## config.mk

```make
export PLATFORM = sky130hd
export DESIGN_NAME = wlucl_loader
export DESIGN_NICKNAME = d
export VERILOG_FILES = /design/src/wlucl_pkg.sv /design/src/wlucl_byte_fetch.sv /design/src/wlucl_loader.sv
export SDC_FILE = /design/constraint.sdc
export NUM_CORES = 1
export LEC_CHECK = 0
export ABC_AREA = 1
export BUFFER_PORTS_ARGS = -buffer_cell sky130_fd_sc_hd__buf_2
export CORE_MARGIN = 10
export CORE_UTILIZATION = 45
export CTS_CLUSTER_DIAMETER = 60
export DETAILED_ROUTE_END_ITERATION = 8
export PLACE_DENSITY = 0.7
export SLEW_MARGIN = 20
export SYNTH_ARGS = -nofsm -noshare
export SYNTH_HDL_FRONTEND = slang
export SYNTH_SLANG_ARGS = --single-unit
```

## constraint.sdc

```tcl
create_clock -name pclk -period 2.05 [get_ports pclk]
set_clock_uncertainty 0.1 [all_clocks]
set_input_delay 0.205 -clock pclk [delete_from_list [all_inputs] [get_ports pclk]]
set_output_delay 0.205 -clock pclk [all_outputs]
set_load 0.03 [all_outputs]
```

## src/wlucl_pkg.sv

```systemverilog
// Shared constants, types and field layouts of the configuration loader
package wlucl_pkg;

	// ------------------------------------------------------------------
	// Widths
	// ------------------------------------------------------------------
	localparam int APB_AW  = 8;
	localparam int MEM_AW  = 9;
	localparam int IDX_W   = 5;
	localparam int NBYTES  = 32;

	// ------------------------------------------------------------------
	// Register byte offsets on APB
	// ------------------------------------------------------------------
	localparam logic [APB_AW-1:0] OFS_LOADER    = 8'h00;
	localparam logic [APB_AW-1:0] OFS_ATTR      = 8'h04;
	localparam logic [APB_AW-1:0] OFS_HWCFG     = 8'h08;
	localparam logic [APB_AW-1:0] OFS_IND_MODE  = 8'h0C;
	localparam logic [APB_AW-1:0] OFS_IND_BEHAV = 8'h10;
	localparam logic [APB_AW-1:0] OFS_AFE       = 8'h14;
	localparam logic [APB_AW-1:0] OFS_USB_A     = 8'h18;
	localparam logic [APB_AW-1:0] OFS_USB_B     = 8'h1C;
	localparam logic [APB_AW-1:0] OFS_WAKE_STAT = 8'h20;
	localparam logic [APB_AW-1:0] OFS_FILT_CFG  = 8'h24;
	localparam logic [APB_AW-1:0] OFS_FILT_MASK = 8'h28;
	localparam logic [APB_AW-1:0] OFS_FILT_LAST = 8'h34;

	// ------------------------------------------------------------------
	// Configuration memory map and signature (signature value arbitrary)
	// ------------------------------------------------------------------
	localparam logic [MEM_AW-1:0] MEM_SIG_ADDR   = 9'h000;
	localparam logic [MEM_AW-1:0] MEM_WAKE0_ADDR = 9'h062;
	localparam logic [MEM_AW-1:0] MEM_WAKE1_ADDR = 9'h063;
	localparam logic [MEM_AW-1:0] MEM_IND0_ADDR  = 9'h064;
	localparam logic [MEM_AW-1:0] MEM_IND1_ADDR  = 9'h065;
	localparam logic [MEM_AW-1:0] MEM_IND2_ADDR  = 9'h066;
	localparam logic [MEM_AW-1:0] MEM_IND3_ADDR  = 9'h058;
	localparam logic [MEM_AW-1:0] MEM_IND4_ADDR  = 9'h059;
	localparam logic [MEM_AW-1:0] MEM_CFG0_ADDR  = 9'h068;
	localparam logic [MEM_AW-1:0] MEM_FILT_ADDR  = 9'h070;
	localparam logic [7:0]        SIG_VALUE      = 8'hA5;

	// ------------------------------------------------------------------
	// Fetch step indices into the shadow byte array
	// ------------------------------------------------------------------
	localparam logic [IDX_W-1:0] IDX_SIG       = 5'h00;
	localparam logic [IDX_W-1:0] IDX_WAKE0     = 5'h01;
	localparam logic [IDX_W-1:0] IDX_WAKE1     = 5'h02;
	localparam logic [IDX_W-1:0] IDX_IND0      = 5'h03;
	localparam logic [IDX_W-1:0] IDX_IND1      = 5'h04;
	localparam logic [IDX_W-1:0] IDX_IND2      = 5'h05;
	localparam logic [IDX_W-1:0] IDX_IND3      = 5'h06;
	localparam logic [IDX_W-1:0] IDX_IND4      = 5'h07;
	localparam logic [IDX_W-1:0] IDX_CFG0      = 5'h08;
	localparam logic [IDX_W-1:0] IDX_HDR_LAST  = 5'h0B;
	localparam logic [IDX_W-1:0] IDX_FILT      = 5'h0C;
	localparam logic [IDX_W-1:0] IDX_FILT_MASK = 5'h10;
	localparam logic [IDX_W-1:0] IDX_FILT_LAST = 5'h1F;

	// ------------------------------------------------------------------
	// Source byte fields
	// ------------------------------------------------------------------
	localparam int WK0_EXACT  = 0;
	localparam int WK0_PACKET = 1;
	localparam int WK0_LINK   = 2;
	localparam int WK0_MASTER = 7;
	localparam int WK1_WUF    = 0;
	localparam int WK1_BCAST  = 1;
	localparam logic [7:0] WK0_MASK  = 8'h87;
	localparam logic [7:0] WK1_MASK  = 8'h03;
	localparam logic [7:0] IND0_MASK = 8'h0F;
	localparam int CF_SQU_HI     = 29;
	localparam int CF_SQU_LO     = 27;
	localparam int CF_DEEP_INIT  = 26;
	localparam int CF_DEEP_EN    = 25;
	localparam int CF_LIGHT_INIT = 24;
	localparam int CF_LIGHT_EN   = 23;
	localparam int CF_LTM        = 22;
	localparam int CF_SUSP       = 20;

	// ------------------------------------------------------------------
	// Target register fields, write masks and reset values
	// ------------------------------------------------------------------
	localparam int ATTR_EXACT  = 0;
	localparam int ATTR_PACKET = 1;
	localparam int ATTR_LINK   = 2;
	localparam int ATTR_MASTER = 7;
	localparam int ATTR_WUF    = 8;
	localparam int ATTR_BCAST  = 9;
	localparam int HWC_PROTECT = 4;
	localparam int USBB_LIGHT_EN   = 0;
	localparam int USBB_LIGHT_INIT = 1;
	localparam int USBB_DEEP_EN    = 2;
	localparam int USBB_DEEP_INIT  = 3;
	localparam int USBB_LTM        = 4;
	localparam int USBA_SUSP       = 0;
	localparam int LDS_DONE  = 0;
	localparam int LDS_VALID = 1;
	localparam int LDS_BUSY  = 2;
	localparam logic [31:0] ATTR_WMASK  = 32'h0000_0387;
	localparam logic [31:0] HWC_WMASK   = 32'h0000_001F;
	localparam logic [31:0] MODE_WMASK  = 32'h0000_FFFF;
	localparam logic [31:0] AFE_WMASK   = 32'h0000_0007;
	localparam logic [31:0] USBA_WMASK  = 32'h0000_0001;
	localparam logic [31:0] USBB_WMASK  = 32'h0000_001F;
	localparam logic [31:0] RST_ATTR    = 32'h0000_0000;
	localparam logic [31:0] RST_HWC     = 32'h0000_0000;
	localparam logic [31:0] RST_MODE    = 32'h0000_0000;
	localparam logic [31:0] RST_BEHAV   = 32'h0000_0000;
	localparam logic [31:0] RST_AFE     = 32'h0000_0000;
	localparam logic [31:0] RST_USBA    = 32'h0000_0000;
	localparam logic [31:0] RST_USBB    = 32'h0000_0000;
	localparam logic [31:0] ZERO32      = 32'h0000_0000;

	// ------------------------------------------------------------------
	// Types
	// ------------------------------------------------------------------
	typedef enum logic [2:0] {
		LD_START,
		LD_FETCH,
		LD_WAIT,
		LD_APPLY,
		LD_DONE
	} wlucl_ld_e;

	typedef struct packed {
		logic wake_frame;
		logic broadcast;
		logic link_change;
		logic packet;
		logic exact_dest;
	} wlucl_wake_ev_s;

	typedef struct packed {
		logic              req;
		logic [MEM_AW-1:0] addr;
	} wlucl_mem_req_s;

	typedef struct packed {
		logic [31:0]  wake_attr;
		logic [31:0]  hardware_configuration_reg;
		logic [31:0]  ind_mode;
		logic [31:0]  ind_behav;
		logic [31:0]  afe_ctrl;
		logic [31:0]  usb_cfg_a;
		logic [31:0]  usb_cfg_b;
		logic [31:0]  filt_cfg;
		logic [127:0] filt_mask;
	} wlucl_cfg_s;

	// Memory address of one fetch step
	function automatic logic [MEM_AW-1:0] step_addr(
		input logic [IDX_W-1:0] idx
	);
		logic [MEM_AW-1:0] a;
		a = MEM_SIG_ADDR;
		if (idx == IDX_WAKE0) a = MEM_WAKE0_ADDR;
		else if (idx == IDX_WAKE1) a = MEM_WAKE1_ADDR;
		else if (idx == IDX_IND0) a = MEM_IND0_ADDR;
		else if (idx == IDX_IND1) a = MEM_IND1_ADDR;
		else if (idx == IDX_IND2) a = MEM_IND2_ADDR;
		else if (idx == IDX_IND3) a = MEM_IND3_ADDR;
		else if (idx == IDX_IND4) a = MEM_IND4_ADDR;
		else if (idx >= IDX_FILT)
			a = MEM_FILT_ADDR + MEM_AW'(idx - IDX_FILT);
		else if (idx >= IDX_CFG0)
			a = MEM_CFG0_ADDR + MEM_AW'(idx - IDX_CFG0);
		return a;
	endfunction : step_addr

endpackage : wlucl_pkg

```

## src/wlucl_byte_fetch.sv

```systemverilog
// Single-byte read engine toward the configuration memory
`timescale 1ns/1ps
module wlucl_byte_fetch
	import wlucl_pkg::*;
(
	input  wire logic              pclk,
	input  wire logic              presetn,
	input  wire logic              start,
	input  wire logic [MEM_AW-1:0] addr,
	output wlucl_mem_req_s         mem_out,
	input  wire logic              mem_ack,
	input  wire logic [7:0]        mem_rdata,
	output logic                   done,
	output logic [7:0]             data
);
	logic              req_r;
	logic [MEM_AW-1:0] addr_r;
	logic              done_r;
	logic [7:0]        data_r;

	// ------------------------------------------------------------------
	// Request held until the memory acknowledges
	// ------------------------------------------------------------------
	always_ff @(posedge pclk or negedge presetn)
	begin
		if (!presetn)
		begin
			req_r  <= 1'b0;
			addr_r <= MEM_SIG_ADDR;
		end
		else if (start)
		begin
			req_r  <= 1'b1;
			addr_r <= addr;
		end
		else if (mem_ack)
			req_r <= 1'b0;
	end

	// Byte capture and one-cycle completion pulse
	always_ff @(posedge pclk or negedge presetn)
	begin
		if (!presetn)
		begin
			done_r <= 1'b0;
			data_r <= 8'h00;
		end
		else
		begin
			done_r <= req_r && mem_ack;
			if (req_r && mem_ack)
				data_r <= mem_rdata;
		end
	end

	assign mem_out.req  = req_r;
	assign mem_out.addr = addr_r;
	assign done         = done_r;
	assign data         = data_r;

endmodule : wlucl_byte_fetch

```

## src/wlucl_loader.sv

```systemverilog
// Configuration loader with APB register file and wake pin gating
//
// The register addresses and register access over APB are this design's own decisions.
`timescale 1ns/1ps
module wlucl_loader
	import wlucl_pkg::*;
(
	input  wire logic              pclk,
	input  wire logic              presetn,
	input  wire logic              psel,
	input  wire logic              penable,
	input  wire logic              pwrite,
	input  wire logic [APB_AW-1:0] paddr,
	input  wire logic [31:0]       pwdata,
	output logic [31:0]            prdata,
	output logic                   pready,
	output logic                   pslverr,
	input  wire logic              lite_reset,
	output wlucl_mem_req_s         cfg_mem_out,
	input  wire logic              cfg_mem_ack,
	input  wire logic [7:0]        cfg_mem_rdata,
	input  wlucl_wake_ev_s         wake_ev,
	output logic                   power_event_pin_n,
	output wlucl_cfg_s             cfg_out
);
	wlucl_ld_e        state_r;
	logic [IDX_W-1:0] idx_r;
	logic             valid_r;
	logic [7:0]       shadow_r [0:NBYTES-1];
	logic             fetch_done;
	logic [7:0]       fetch_data;
	logic             apply;
	logic             wuf_want;
	logic             protect;
	logic [31:0]      attr_r;
	logic [31:0]      hwc_r;
	logic [31:0]      mode_r;
	logic [31:0]      behav_r;
	logic [31:0]      afe_r;
	logic [31:0]      usba_r;
	logic [31:0]      usbb_r;
	logic [31:0]      fcfg_r;
	logic [31:0]      fmask_r [0:3];
	logic [4:0]       pend_r;
	logic [31:0]      prdata_r;
	logic [31:0]      rd_nxt;
	logic             rd_hit;
	logic             acc;
	logic [4:0]       wake_en;
	logic [31:0]      cfg0;

	// ------------------------------------------------------------------
	// Helpers
	// ------------------------------------------------------------------
	// Write strobe for one register, taken in the access phase
	function automatic logic wr_hit(input logic [APB_AW-1:0] ofs);
		return psel && penable && pwrite && (paddr == ofs);
	endfunction : wr_hit

	// Little-endian word from four shadow bytes
	function automatic logic [31:0] word_at(input logic [IDX_W-1:0] b);
		return {shadow_r[b + 5'h03], shadow_r[b + 5'h02],
			shadow_r[b + 5'h01], shadow_r[b]};
	endfunction : word_at

	assign apply    = (state_r == LD_APPLY);
	assign protect  = hwc_r[HWC_PROTECT];
	assign cfg0     = word_at(IDX_CFG0);
	assign wuf_want = shadow_r[IDX_WAKE1][WK1_WUF];
	assign acc      = psel && penable;

	// ------------------------------------------------------------------
	// Loader sequencer
	// ------------------------------------------------------------------
	// Walks the step table once; a bad signature ends it with no load
	always_ff @(posedge pclk or negedge presetn)
	begin
		if (!presetn)
		begin
			state_r <= LD_START;
			idx_r   <= IDX_SIG;
			valid_r <= 1'b0;
		end
		else if (lite_reset)
		begin
			state_r <= LD_START;
			idx_r   <= IDX_SIG;
			valid_r <= 1'b0;
		end
		else
		begin
			case (state_r)
			LD_START:
			begin
				idx_r   <= IDX_SIG;
				state_r <= LD_FETCH;
			end
			LD_FETCH:
				state_r <= LD_WAIT;
			LD_WAIT:
				if (fetch_done)
				begin
					if (idx_r == IDX_SIG && fetch_data != SIG_VALUE)
						state_r <= LD_DONE;
					else if (idx_r == IDX_HDR_LAST && !wuf_want)
						state_r <= LD_APPLY;
					else if (idx_r == IDX_FILT_LAST)
						state_r <= LD_APPLY;
					else
					begin
						idx_r   <= idx_r + 5'h01;
						state_r <= LD_FETCH;
					end
				end
			LD_APPLY:
			begin
				valid_r <= 1'b1;
				state_r <= LD_DONE;
			end
			default:
				state_r <= LD_DONE;
			endcase
		end
	end

	// Shadow copy of every fetched byte
	always_ff @(posedge pclk or negedge presetn)
	begin
		if (!presetn)
		begin
			for (int i = 0; i < NBYTES; i++)
				shadow_r[i] <= 8'h00;
		end
		else if (fetch_done)
			shadow_r[idx_r] <= fetch_data;
	end

	wlucl_byte_fetch u_fetch (
		.pclk      (pclk),
		.presetn   (presetn),
		.start     (state_r == LD_FETCH),
		.addr      (step_addr(idx_r)),
		.mem_out   (cfg_mem_out),
		.mem_ack   (cfg_mem_ack),
		.mem_rdata (cfg_mem_rdata),
		.done      (fetch_done),
		.data      (fetch_data)
	);

	// ------------------------------------------------------------------
	// Target registers
	// ------------------------------------------------------------------
	// Wake attributes: seeded from both wake bytes, then software-owned
	always_ff @(posedge pclk or negedge presetn)
	begin
		if (!presetn)
			attr_r <= RST_ATTR;
		else if (lite_reset)
			attr_r <= RST_ATTR;
		else if (apply)
			attr_r <= {16'h0000, shadow_r[IDX_WAKE1] & WK1_MASK,
				shadow_r[IDX_WAKE0] & WK0_MASK};
		else if (wr_hit(OFS_ATTR))
			attr_r <= pwdata & ATTR_WMASK;
	end

	// Hardware config; protect bit survives the lite reset on purpose
	always_ff @(posedge pclk or negedge presetn)
	begin
		if (!presetn)
			hwc_r <= RST_HWC;
		else if (lite_reset)
			hwc_r <= (RST_HWC & ~HWC_WMASK) | (hwc_r & (32'h1 << HWC_PROTECT));
		else if (apply)
			hwc_r <= {hwc_r[31:8],
				shadow_r[IDX_IND0] & IND0_MASK | hwc_r[7:0] & ~IND0_MASK};
		else if (wr_hit(OFS_HWCFG))
			hwc_r <= pwdata & HWC_WMASK;
	end

	// Indicator function select, shielded while protect is set
	always_ff @(posedge pclk or negedge presetn)
	begin
		if (!presetn)
			mode_r <= RST_MODE;
		else if (lite_reset && !protect)
			mode_r <= RST_MODE;
		else if (apply && !protect)
			mode_r <= {16'h0000, shadow_r[IDX_IND2],
				shadow_r[IDX_IND1]};
		else if (wr_hit(OFS_IND_MODE))
			mode_r <= pwdata & MODE_WMASK;
	end

	// Indicator behaviour word, shielded the same way
	always_ff @(posedge pclk or negedge presetn)
	begin
		if (!presetn)
			behav_r <= RST_BEHAV;
		else if (lite_reset && !protect)
			behav_r <= RST_BEHAV;
		else if (apply && !protect)
			behav_r <= {16'h0000, shadow_r[IDX_IND4],
				shadow_r[IDX_IND3]};
		else if (wr_hit(OFS_IND_BEHAV))
			behav_r <= pwdata & MODE_WMASK;
	end

	// Analogue front end: squelch tuning default
	always_ff @(posedge pclk or negedge presetn)
	begin
		if (!presetn)
			afe_r <= RST_AFE;
		else if (lite_reset)
			afe_r <= RST_AFE;
		else if (apply)
			afe_r <= {29'h0, cfg0[CF_SQU_HI:CF_SQU_LO]};
		else if (wr_hit(OFS_AFE))
			afe_r <= pwdata & AFE_WMASK;
	end

	// USB configuration A: suspend allow default
	always_ff @(posedge pclk or negedge presetn)
	begin
		if (!presetn)
			usba_r <= RST_USBA;
		else if (lite_reset)
			usba_r <= RST_USBA;
		else if (apply)
			usba_r <= {31'h0, cfg0[CF_SUSP]};
		else if (wr_hit(OFS_USB_A))
			usba_r <= pwdata & USBA_WMASK;
	end

	// USB configuration B: low-power and latency messaging defaults
	always_ff @(posedge pclk or negedge presetn)
	begin
		if (!presetn)
			usbb_r <= RST_USBB;
		else if (lite_reset)
			usbb_r <= RST_USBB;
		else if (apply)
		begin
			usbb_r                  <= ZERO32;
			usbb_r[USBB_DEEP_INIT]  <= cfg0[CF_DEEP_INIT];
			usbb_r[USBB_DEEP_EN]    <= cfg0[CF_DEEP_EN];
			usbb_r[USBB_LIGHT_INIT] <= cfg0[CF_LIGHT_INIT];
			usbb_r[USBB_LIGHT_EN]   <= cfg0[CF_LIGHT_EN];
			usbb_r[USBB_LTM]        <= cfg0[CF_LTM];
		end
		else if (wr_hit(OFS_USB_B))
			usbb_r <= pwdata & USBB_WMASK;
	end

	// Wakeup frame filter 0: config word then four mask words
	always_ff @(posedge pclk or negedge presetn)
	begin
		if (!presetn)
		begin
			fcfg_r <= ZERO32;
			for (int i = 0; i < 4; i++)
				fmask_r[i] <= ZERO32;
		end
		else if (apply && wuf_want)
		begin
			fcfg_r <= word_at(IDX_FILT);
			for (int i = 0; i < 4; i++)
				fmask_r[i] <= word_at(IDX_FILT_MASK + IDX_W'(4 * i));
		end
		else if (wr_hit(OFS_FILT_CFG))
			fcfg_r <= pwdata;
		else
		begin
			for (int i = 0; i < 4; i++)
				if (wr_hit(OFS_FILT_MASK + APB_AW'(4 * i)))
					fmask_r[i] <= pwdata;
		end
	end

	// ------------------------------------------------------------------
	// Wake sources and power event pin
	// ------------------------------------------------------------------
	// Source enables only count while the master enable is set
	always_comb
	begin
		wake_en    = 5'h00;
		wake_en[0] = attr_r[ATTR_EXACT];
		wake_en[1] = attr_r[ATTR_PACKET];
		wake_en[2] = attr_r[ATTR_LINK];
		wake_en[3] = attr_r[ATTR_BCAST];
		wake_en[4] = attr_r[ATTR_WUF];
		if (!attr_r[ATTR_MASTER])
			wake_en = 5'h00;
	end

	// Sticky pending; a new event wins over a same-cycle clear
	always_ff @(posedge pclk or negedge presetn)
	begin
		if (!presetn)
			pend_r <= 5'h00;
		else if (lite_reset)
			pend_r <= 5'h00;
		else if (wr_hit(OFS_WAKE_STAT))
			pend_r <= (pend_r & ~pwdata[4:0]) | (wake_ev & wake_en);
		else
			pend_r <= pend_r | (wake_ev & wake_en);
	end

	// Pin asserted low only while enabled and something is pending
	assign power_event_pin_n = !(attr_r[ATTR_MASTER] && |pend_r);

	// ------------------------------------------------------------------
	// APB read path
	// ------------------------------------------------------------------
	// Decode for both read data and the unmapped-address error
	always_comb
	begin
		rd_nxt = ZERO32;
		rd_hit = 1'b1;
		if (paddr == OFS_LOADER)
		begin
			rd_nxt[LDS_DONE]  = (state_r == LD_DONE);
			rd_nxt[LDS_VALID] = valid_r;
			rd_nxt[LDS_BUSY]  = (state_r != LD_DONE);
		end
		else if (paddr == OFS_ATTR)
			rd_nxt = attr_r;
		else if (paddr == OFS_HWCFG)
			rd_nxt = hwc_r;
		else if (paddr == OFS_IND_MODE)
			rd_nxt = mode_r;
		else if (paddr == OFS_IND_BEHAV)
			rd_nxt = behav_r;
		else if (paddr == OFS_AFE)
			rd_nxt = afe_r;
		else if (paddr == OFS_USB_A)
			rd_nxt = usba_r;
		else if (paddr == OFS_USB_B)
			rd_nxt = usbb_r;
		else if (paddr == OFS_WAKE_STAT)
			rd_nxt = {27'h0, pend_r};
		else if (paddr == OFS_FILT_CFG)
			rd_nxt = fcfg_r;
		else if (paddr >= OFS_FILT_MASK && paddr <= OFS_FILT_LAST
			&& paddr[1:0] == 2'b00)
			rd_nxt = fmask_r[paddr[3:2] - 2'h2];
		else
			rd_hit = 1'b0;
	end

	// Read data captured in the setup cycle, shown in the access phase
	always_ff @(posedge pclk or negedge presetn)
	begin
		if (!presetn)
			prdata_r <= ZERO32;
		else if (psel && !penable && !pwrite)
			prdata_r <= rd_nxt;
	end

	assign prdata  = prdata_r;
	assign pready  = 1'b1; // Zero-wait slave
	assign pslverr = acc && !rd_hit;

	// Live register values for the rest of the device
	assign cfg_out.wake_attr = attr_r;
	assign cfg_out.hardware_configuration_reg    = hwc_r;
	assign cfg_out.ind_mode  = mode_r;
	assign cfg_out.ind_behav = behav_r;
	assign cfg_out.afe_ctrl  = afe_r;
	assign cfg_out.usb_cfg_a = usba_r;
	assign cfg_out.usb_cfg_b = usbb_r;
	assign cfg_out.filt_cfg  = fcfg_r;
	assign cfg_out.filt_mask = {fmask_r[3], fmask_r[2], fmask_r[1], fmask_r[0]};

endmodule : wlucl_loader

```

After elaboration in Yosys (flattened, before gate mapping)
Index checks and enable logic that the tools add are counted.
Cells by class
  $add $sub $neg: 6
  magnitude comparators: 7
  equal/unequal tests: 34
  muxes and demuxes: 86
  bitwise operators: 9
  reductions and logical operators: 63
Operators by type and width (count)
  $mux W32: 39
  $bwmux W256: 1
  $mux W128: 2
  $mux W9: 9
  $bmux W32 S2: 1
  $eq A8 B6 Y1 const B: 6
  $demux W8 S5: 1
  $mux W5: 8
  $eq A8 B5 Y1 const B: 4
  $mux W29: 1
  $logic_and A1 B1 Y1: 28
  $reduce_bool A3 Y1: 8
  $eq A5 B3 Y1 const B: 4
  $add A8 B6 Y9 const A: 2
  $reduce_bool A2 Y1: 9
  $eq A8 B4 Y1 const B: 2
  $mux W1: 15
  $mux W3: 4
  $ne A3 B3 Y1 const B: 4
  $reduce_and A2 Y1: 6
  $sub A5 B4 Y6 const B: 2
  $and A5 B5 Y5: 2
  $eq A5 B2 Y1 const B: 2
  $ge A5 B4 Y1 const B: 2
  34 further kinds: 43
Word-level totals
  bits in registers: 705
  bits of input ports: 60
  output and inout port bits: 429
  word-level logic and storage cells: 260

Logic depth before layout (Yosys ltp)
  word-level depth: 16
  mapped depth: 14
  mapped depth without buffers: 14

By module
A second synthesis with hierarchy kept.
Unflattened totals
  cells, all modules: 2760
  area, all modules: 23540.1 um^2
Modules (own cells, without submodules)
  wlucl_loader: instances 1, cells each 2681, area each 22771.8 um^2
  wlucl_byte_fetch: instances 1, cells each 79, area each 768.2 um^2

Worst setup path after synthesis
Ideal clock, no wire load.
  kind: reg-to-reg
  from: reg idx_r[2]
  to: reg u_fetch.addr_r[6]
  arrival: 1.685 ns
  required time: 1.831 ns
  setup slack: 0.146 ns
  cell stages (with the launch flop): 14
  buffers on the path: 1
  path through: dfrtp_1 -> buf_2 -> inv_1 -> ha_1 -> nand2_1 -> nor2_1 -> nor2_1 -> inv_2 -> nor2_2 -> inv_2 -> nor2_2 -> o211ai_1 -> o22ai_1 -> inv_1
Between the ends
  longest elaborated chain between the ends: 11
Ends and longest elaborated chain
  start: declaration: line wlucl_loader.sv:27  | logic [IDX_W-1:0] idx_r;
  start signal: assignment: line wlucl_loader.sv:111  | idx_r <= idx_r + 5'h01;
  $sub A5 B4 Y6: line wlucl_pkg.sv:167  | a = MEM_CFG0_ADDR + MEM_AW'(idx - IDX_CFG0);
  $add A8 B6 Y9: line wlucl_pkg.sv:167
  $mux W9: line wlucl_pkg.sv:166  | else if (idx >= IDX_CFG0)
  $mux W9: line wlucl_pkg.sv:164  | else if (idx >= IDX_FILT)
  $mux W9: line wlucl_pkg.sv:163  | else if (idx == IDX_IND4) a = MEM_IND4_ADDR;
  $mux W9: line wlucl_pkg.sv:162  | else if (idx == IDX_IND3) a = MEM_IND3_ADDR;
  $mux W9: line wlucl_pkg.sv:161  | else if (idx == IDX_IND2) a = MEM_IND2_ADDR;
  $mux W9: line wlucl_pkg.sv:160  | else if (idx == IDX_IND1) a = MEM_IND1_ADDR;
  $mux W9: line wlucl_pkg.sv:159  | else if (idx == IDX_IND0) a = MEM_IND0_ADDR;
  $mux W9: line wlucl_pkg.sv:158  | else if (idx == IDX_WAKE1) a = MEM_WAKE1_ADDR;
  $mux W9 (*): line wlucl_pkg.sv:157  | if (idx == IDX_WAKE0) a = MEM_WAKE0_ADDR;
  end signal: assignment: line wlucl_byte_fetch.sv:34  | addr_r <= addr;
  end: declaration: line wlucl_byte_fetch.sv:17  | logic [MEM_AW-1:0] addr_r;
Mark *: on every way between the ends. The rest lies on a longest branch, timed or not.
A chain may end at the register's enable or synchronous reset.

Worst setup path after layout
  from: reg pend_r[0]
  to: out power_event_pin_n
Between the ends
  longest elaborated chain between the ends: 3
Ends and longest elaborated chain
  start: declaration: line wlucl_loader.sv:44  | logic [4:0] pend_r;
  start signal: assignment: line wlucl_loader.sv:304  | pend_r <= (pend_r & ~pwdata[4:0]) | (wake_ev & wake_en);
  start signal: assignment: line wlucl_loader.sv:306  | pend_r <= pend_r | (wake_ev & wake_en);
  $reduce_or A5 Y1: line wlucl_loader.sv:310  | assign power_event_pin_n = !(attr_r[ATTR_MASTER] && |pend_r);
  $logic_and A1 B1 Y1: line wlucl_loader.sv:310
  $logic_not A1 Y1: line wlucl_loader.sv:310
  end: declaration: line wlucl_loader.sv:23  | output logic power_event_pin_n,
Every way passes these cells.

==> results.ini <==
[cells_and_area]
area_delta_synth_final_pct=23.1
drive_gt1_share_pct=20.5
diodes=0
nets=3295
stdcell_count=3933

[logic_synthesis]
ys_top_cells_by_area=dfrtp_1 52%, nand2_1 13%, buf_4 5.7%
ys.flop_type=dfrtp_1
synth_cell_types=46
syn_area_mm2=0.0234
synth.most_common_cell=nand2_1
netlist_instances=2746
synth_commonest_cells=822 x nand2_1, 487 x dfrtp_1, 258 x o21ai_0
synth_edf_count=0
yosys_warnings=0
async_flop_share_pct=100
avgSynthCellArea_um2=8.51
yosysTopAreaCell=dfrtp_1
yosysSeqAreaShare_pct=52.2
ys_ff_latch=487
synth_top_area_share_pct=52.2

[clock_tree]
numCtsBuffers=54
htreeDepth=2
clock_sinks=487
clk_path_buf_depth=3
insertion_delay_ns=0.61
cts-root-buf=clkbuf_16
cts.reportedPaths.clkPinSlew_ns=0.06
cts_tree=yes

[run_status]
outcome=finished with violations
violations=negative setup slack

[timing]
rsz0062_at_grt=true
min_period_over_period_pct=104
slew_viol_final=0
min_period_ns=2.13
slew_headroom_pct=29.1
setup_violations=1
setup_slack_ns=-0.0754
hold_viol=0
fin_setup_tns_ns=-0.0754
fmax_mhz=471
whs_ns=0.103
worst_pin_slew_ns=1.06

[place]
hpwl_mm=69.8
gp_congestion=0.968
dp_cells=3775
portBuffers=314

[worst_hold_path]
hold_class=in2async

[run]
maxCapViolCount=0

[floorplan]
die_w_um=248
io_pins=489
placementRows=83
die_y_um=248
dieArea_mm2=0.0614
core_area_mm2=0.0514
start_util_pct=45.4

[worst_setup_path]
r2r-end=fcfg_r[21]
cp.arrival_ns=1.82
cp_top_family=simple AND/OR/NAND/NOR gates
regToRegStartpoint=state_r[2]
crit_type=reg2out
start_kind=flop
reg2reg_slack_ns=0.07
path_buf_inv=1
max_stage_delay_ns=0.53
crit_slowest_cell=or4_4
cp.required_ns=1.75
r2r_cells=5
cp_cell_sequence=or4_4, o21ai_2, buf_6
cp_max_fo=2
end_kind=output port

[global_routing]
grt_max_degree=108
grt_pass1_vias=21400
grt_pass1_wl_mm=140
gr-total-overflow=0
antenna_found_initial=1
grt_use_total_pct=30.4

[route]
drtAntennaViolNets=0
wl_per_cell_um=24.5
viasPerCell=5.61
dr.pass1.iters=5
drc=0
vias=22100
routed_wl_mm=96.3
drt_iter0_drc=2681

[pwr]
power_density_mw_per_mm2=957
ir_worst_vdd_v=0.00104
power_leakage_nw=14.1

-- cells in the final DEF, fill, tap and decap left out, types with 69 or more instances in the layout --
master    count
dfrtp_1     487
buf_4       162
conb_1      174
o221ai_1     96
nor2_1       77
o21ai_1      86
nand2_1     820
buf_2       312
inv_1       227
o21ai_0     256
nand3_1      74
o211ai_1     69
-- registers in the layout (all words and copies together) (netlist names), 6 cells and up --
| signal | count |
|---|---|
| u_fetch.addr_r | 8 |
| behav_r | 16 |
| shadow_r | 202 |
| u_fetch.data | 8 |
| mode_r | 16 |
| cfg0 | 9 |
| attr_r | 6 |
| cfg_out | 128 |
| fcfg_r | 32 |
| prdata | 32 |
-- worst max-delay path by stage --
stage / slack, ns / start / endpoint / depth (start not counted)
4_1_cts: -0.12 / pend_r[0] / power_event_pin_n / 3
5_1_grt: -0.11 / pend_r[0] / power_event_pin_n / 3
2_1_floorplan: 0.15 / idx_r[2] / u_fetch.addr_r[6] / 13
3_5_place_dp: -0.05 / state_r[1] / mode_r[6] / 9
6_report: -0.08 / pend_r[0] / power_event_pin_n / 3
3_3_place_gp: -0.002 / state_r[1] / mode_r[8] / 9
-- stage by stage --
stage	util, %	worst slack, ns	power [mW]	cell area [um2]
6_report	56.0	-0.0754	27.5	28800
5_1_grt	56.0	-0.110	28.4	28800
4_1_cts	55.7	-0.120	27.3	28600
3_5_place_dp	51.1	-0.0475	17.7	26300
3_3_place_gp	51.1	-0.00240	17.6	26300
2_1_floorplan	-	0.146	14.8	24000
-- kinds of logic (layout without fill, tap and decap cells) --
logic type               count (synthesis)  in the layout  share of synthesized area, %
flip-flops                             487            487                          52.2
XOR/XNOR                                 2              2                        0.0750
AO/OA/AOI/OAI                          625            626                          16.5
AND/OR/NAND/NOR                       1021           1021                          17.4
other                                    2            174                        0.0321
adder cells (fa/ha/maj)                 17             17                         0.910
buffers and inverters                  582            916                          12.4
multiplexers                            10             10                         0.482
-- power breakdown --
| part | internal (mW) | total, mW | switching (mW) |
|---|---|---|---|
| Clock | 5.57 | 9.57 | 4.00 |
| Sequential | 10.3 | 11.2 | 0.822 |
| Combinational | 1.71 | 6.79 | 5.08 |
| Total | 17.6 | 27.5 | 9.90 |
-- worst register-to-register path: cells and delay by family (launching register included) --
kind                   cells  cell delay, ns
AOI/OAI and AO/OA          1            0.18
buffers and inverters      1            0.24
DFF                        1            0.41
and+or+nand+nor            3            0.93
-- layer usage --
layer / global-route usage, % / vias up / share of wire (%)
met2: 45.4 / 1454 / 44
met5: 0 / - / 0.011
met1: 39.4 / 10700 / 38
met3: 10.6 / 245 / 14
met4: 13.1 / 2 / 4.4
li1: - / 9637 / -
-- what timing repair did --
action	4_1_cts	5_1_grt
hold buffers	57	0
resized for setup	7	27
endpoints found under the hold margin	546	0
gates cloned	1	0
setup endpoints to repair	23	156
setup buffers	3	7
pin swaps	2	7
-- layout make-up --
cell class | instances | area (um2)
Timing Repair Buffer | 564 | 4000
Tap cell | 680 | 851
Sequential cell | 487 | 12200
Clock inverter | 10 | 114
Fill cell | 4684 | 22600
Multi-Input combinational cell | 1850 | 9020
Inverter | 261 | 996
Clock buffer | 81 | 1590
Note: power is estimated with default switching activity, not from simulation.
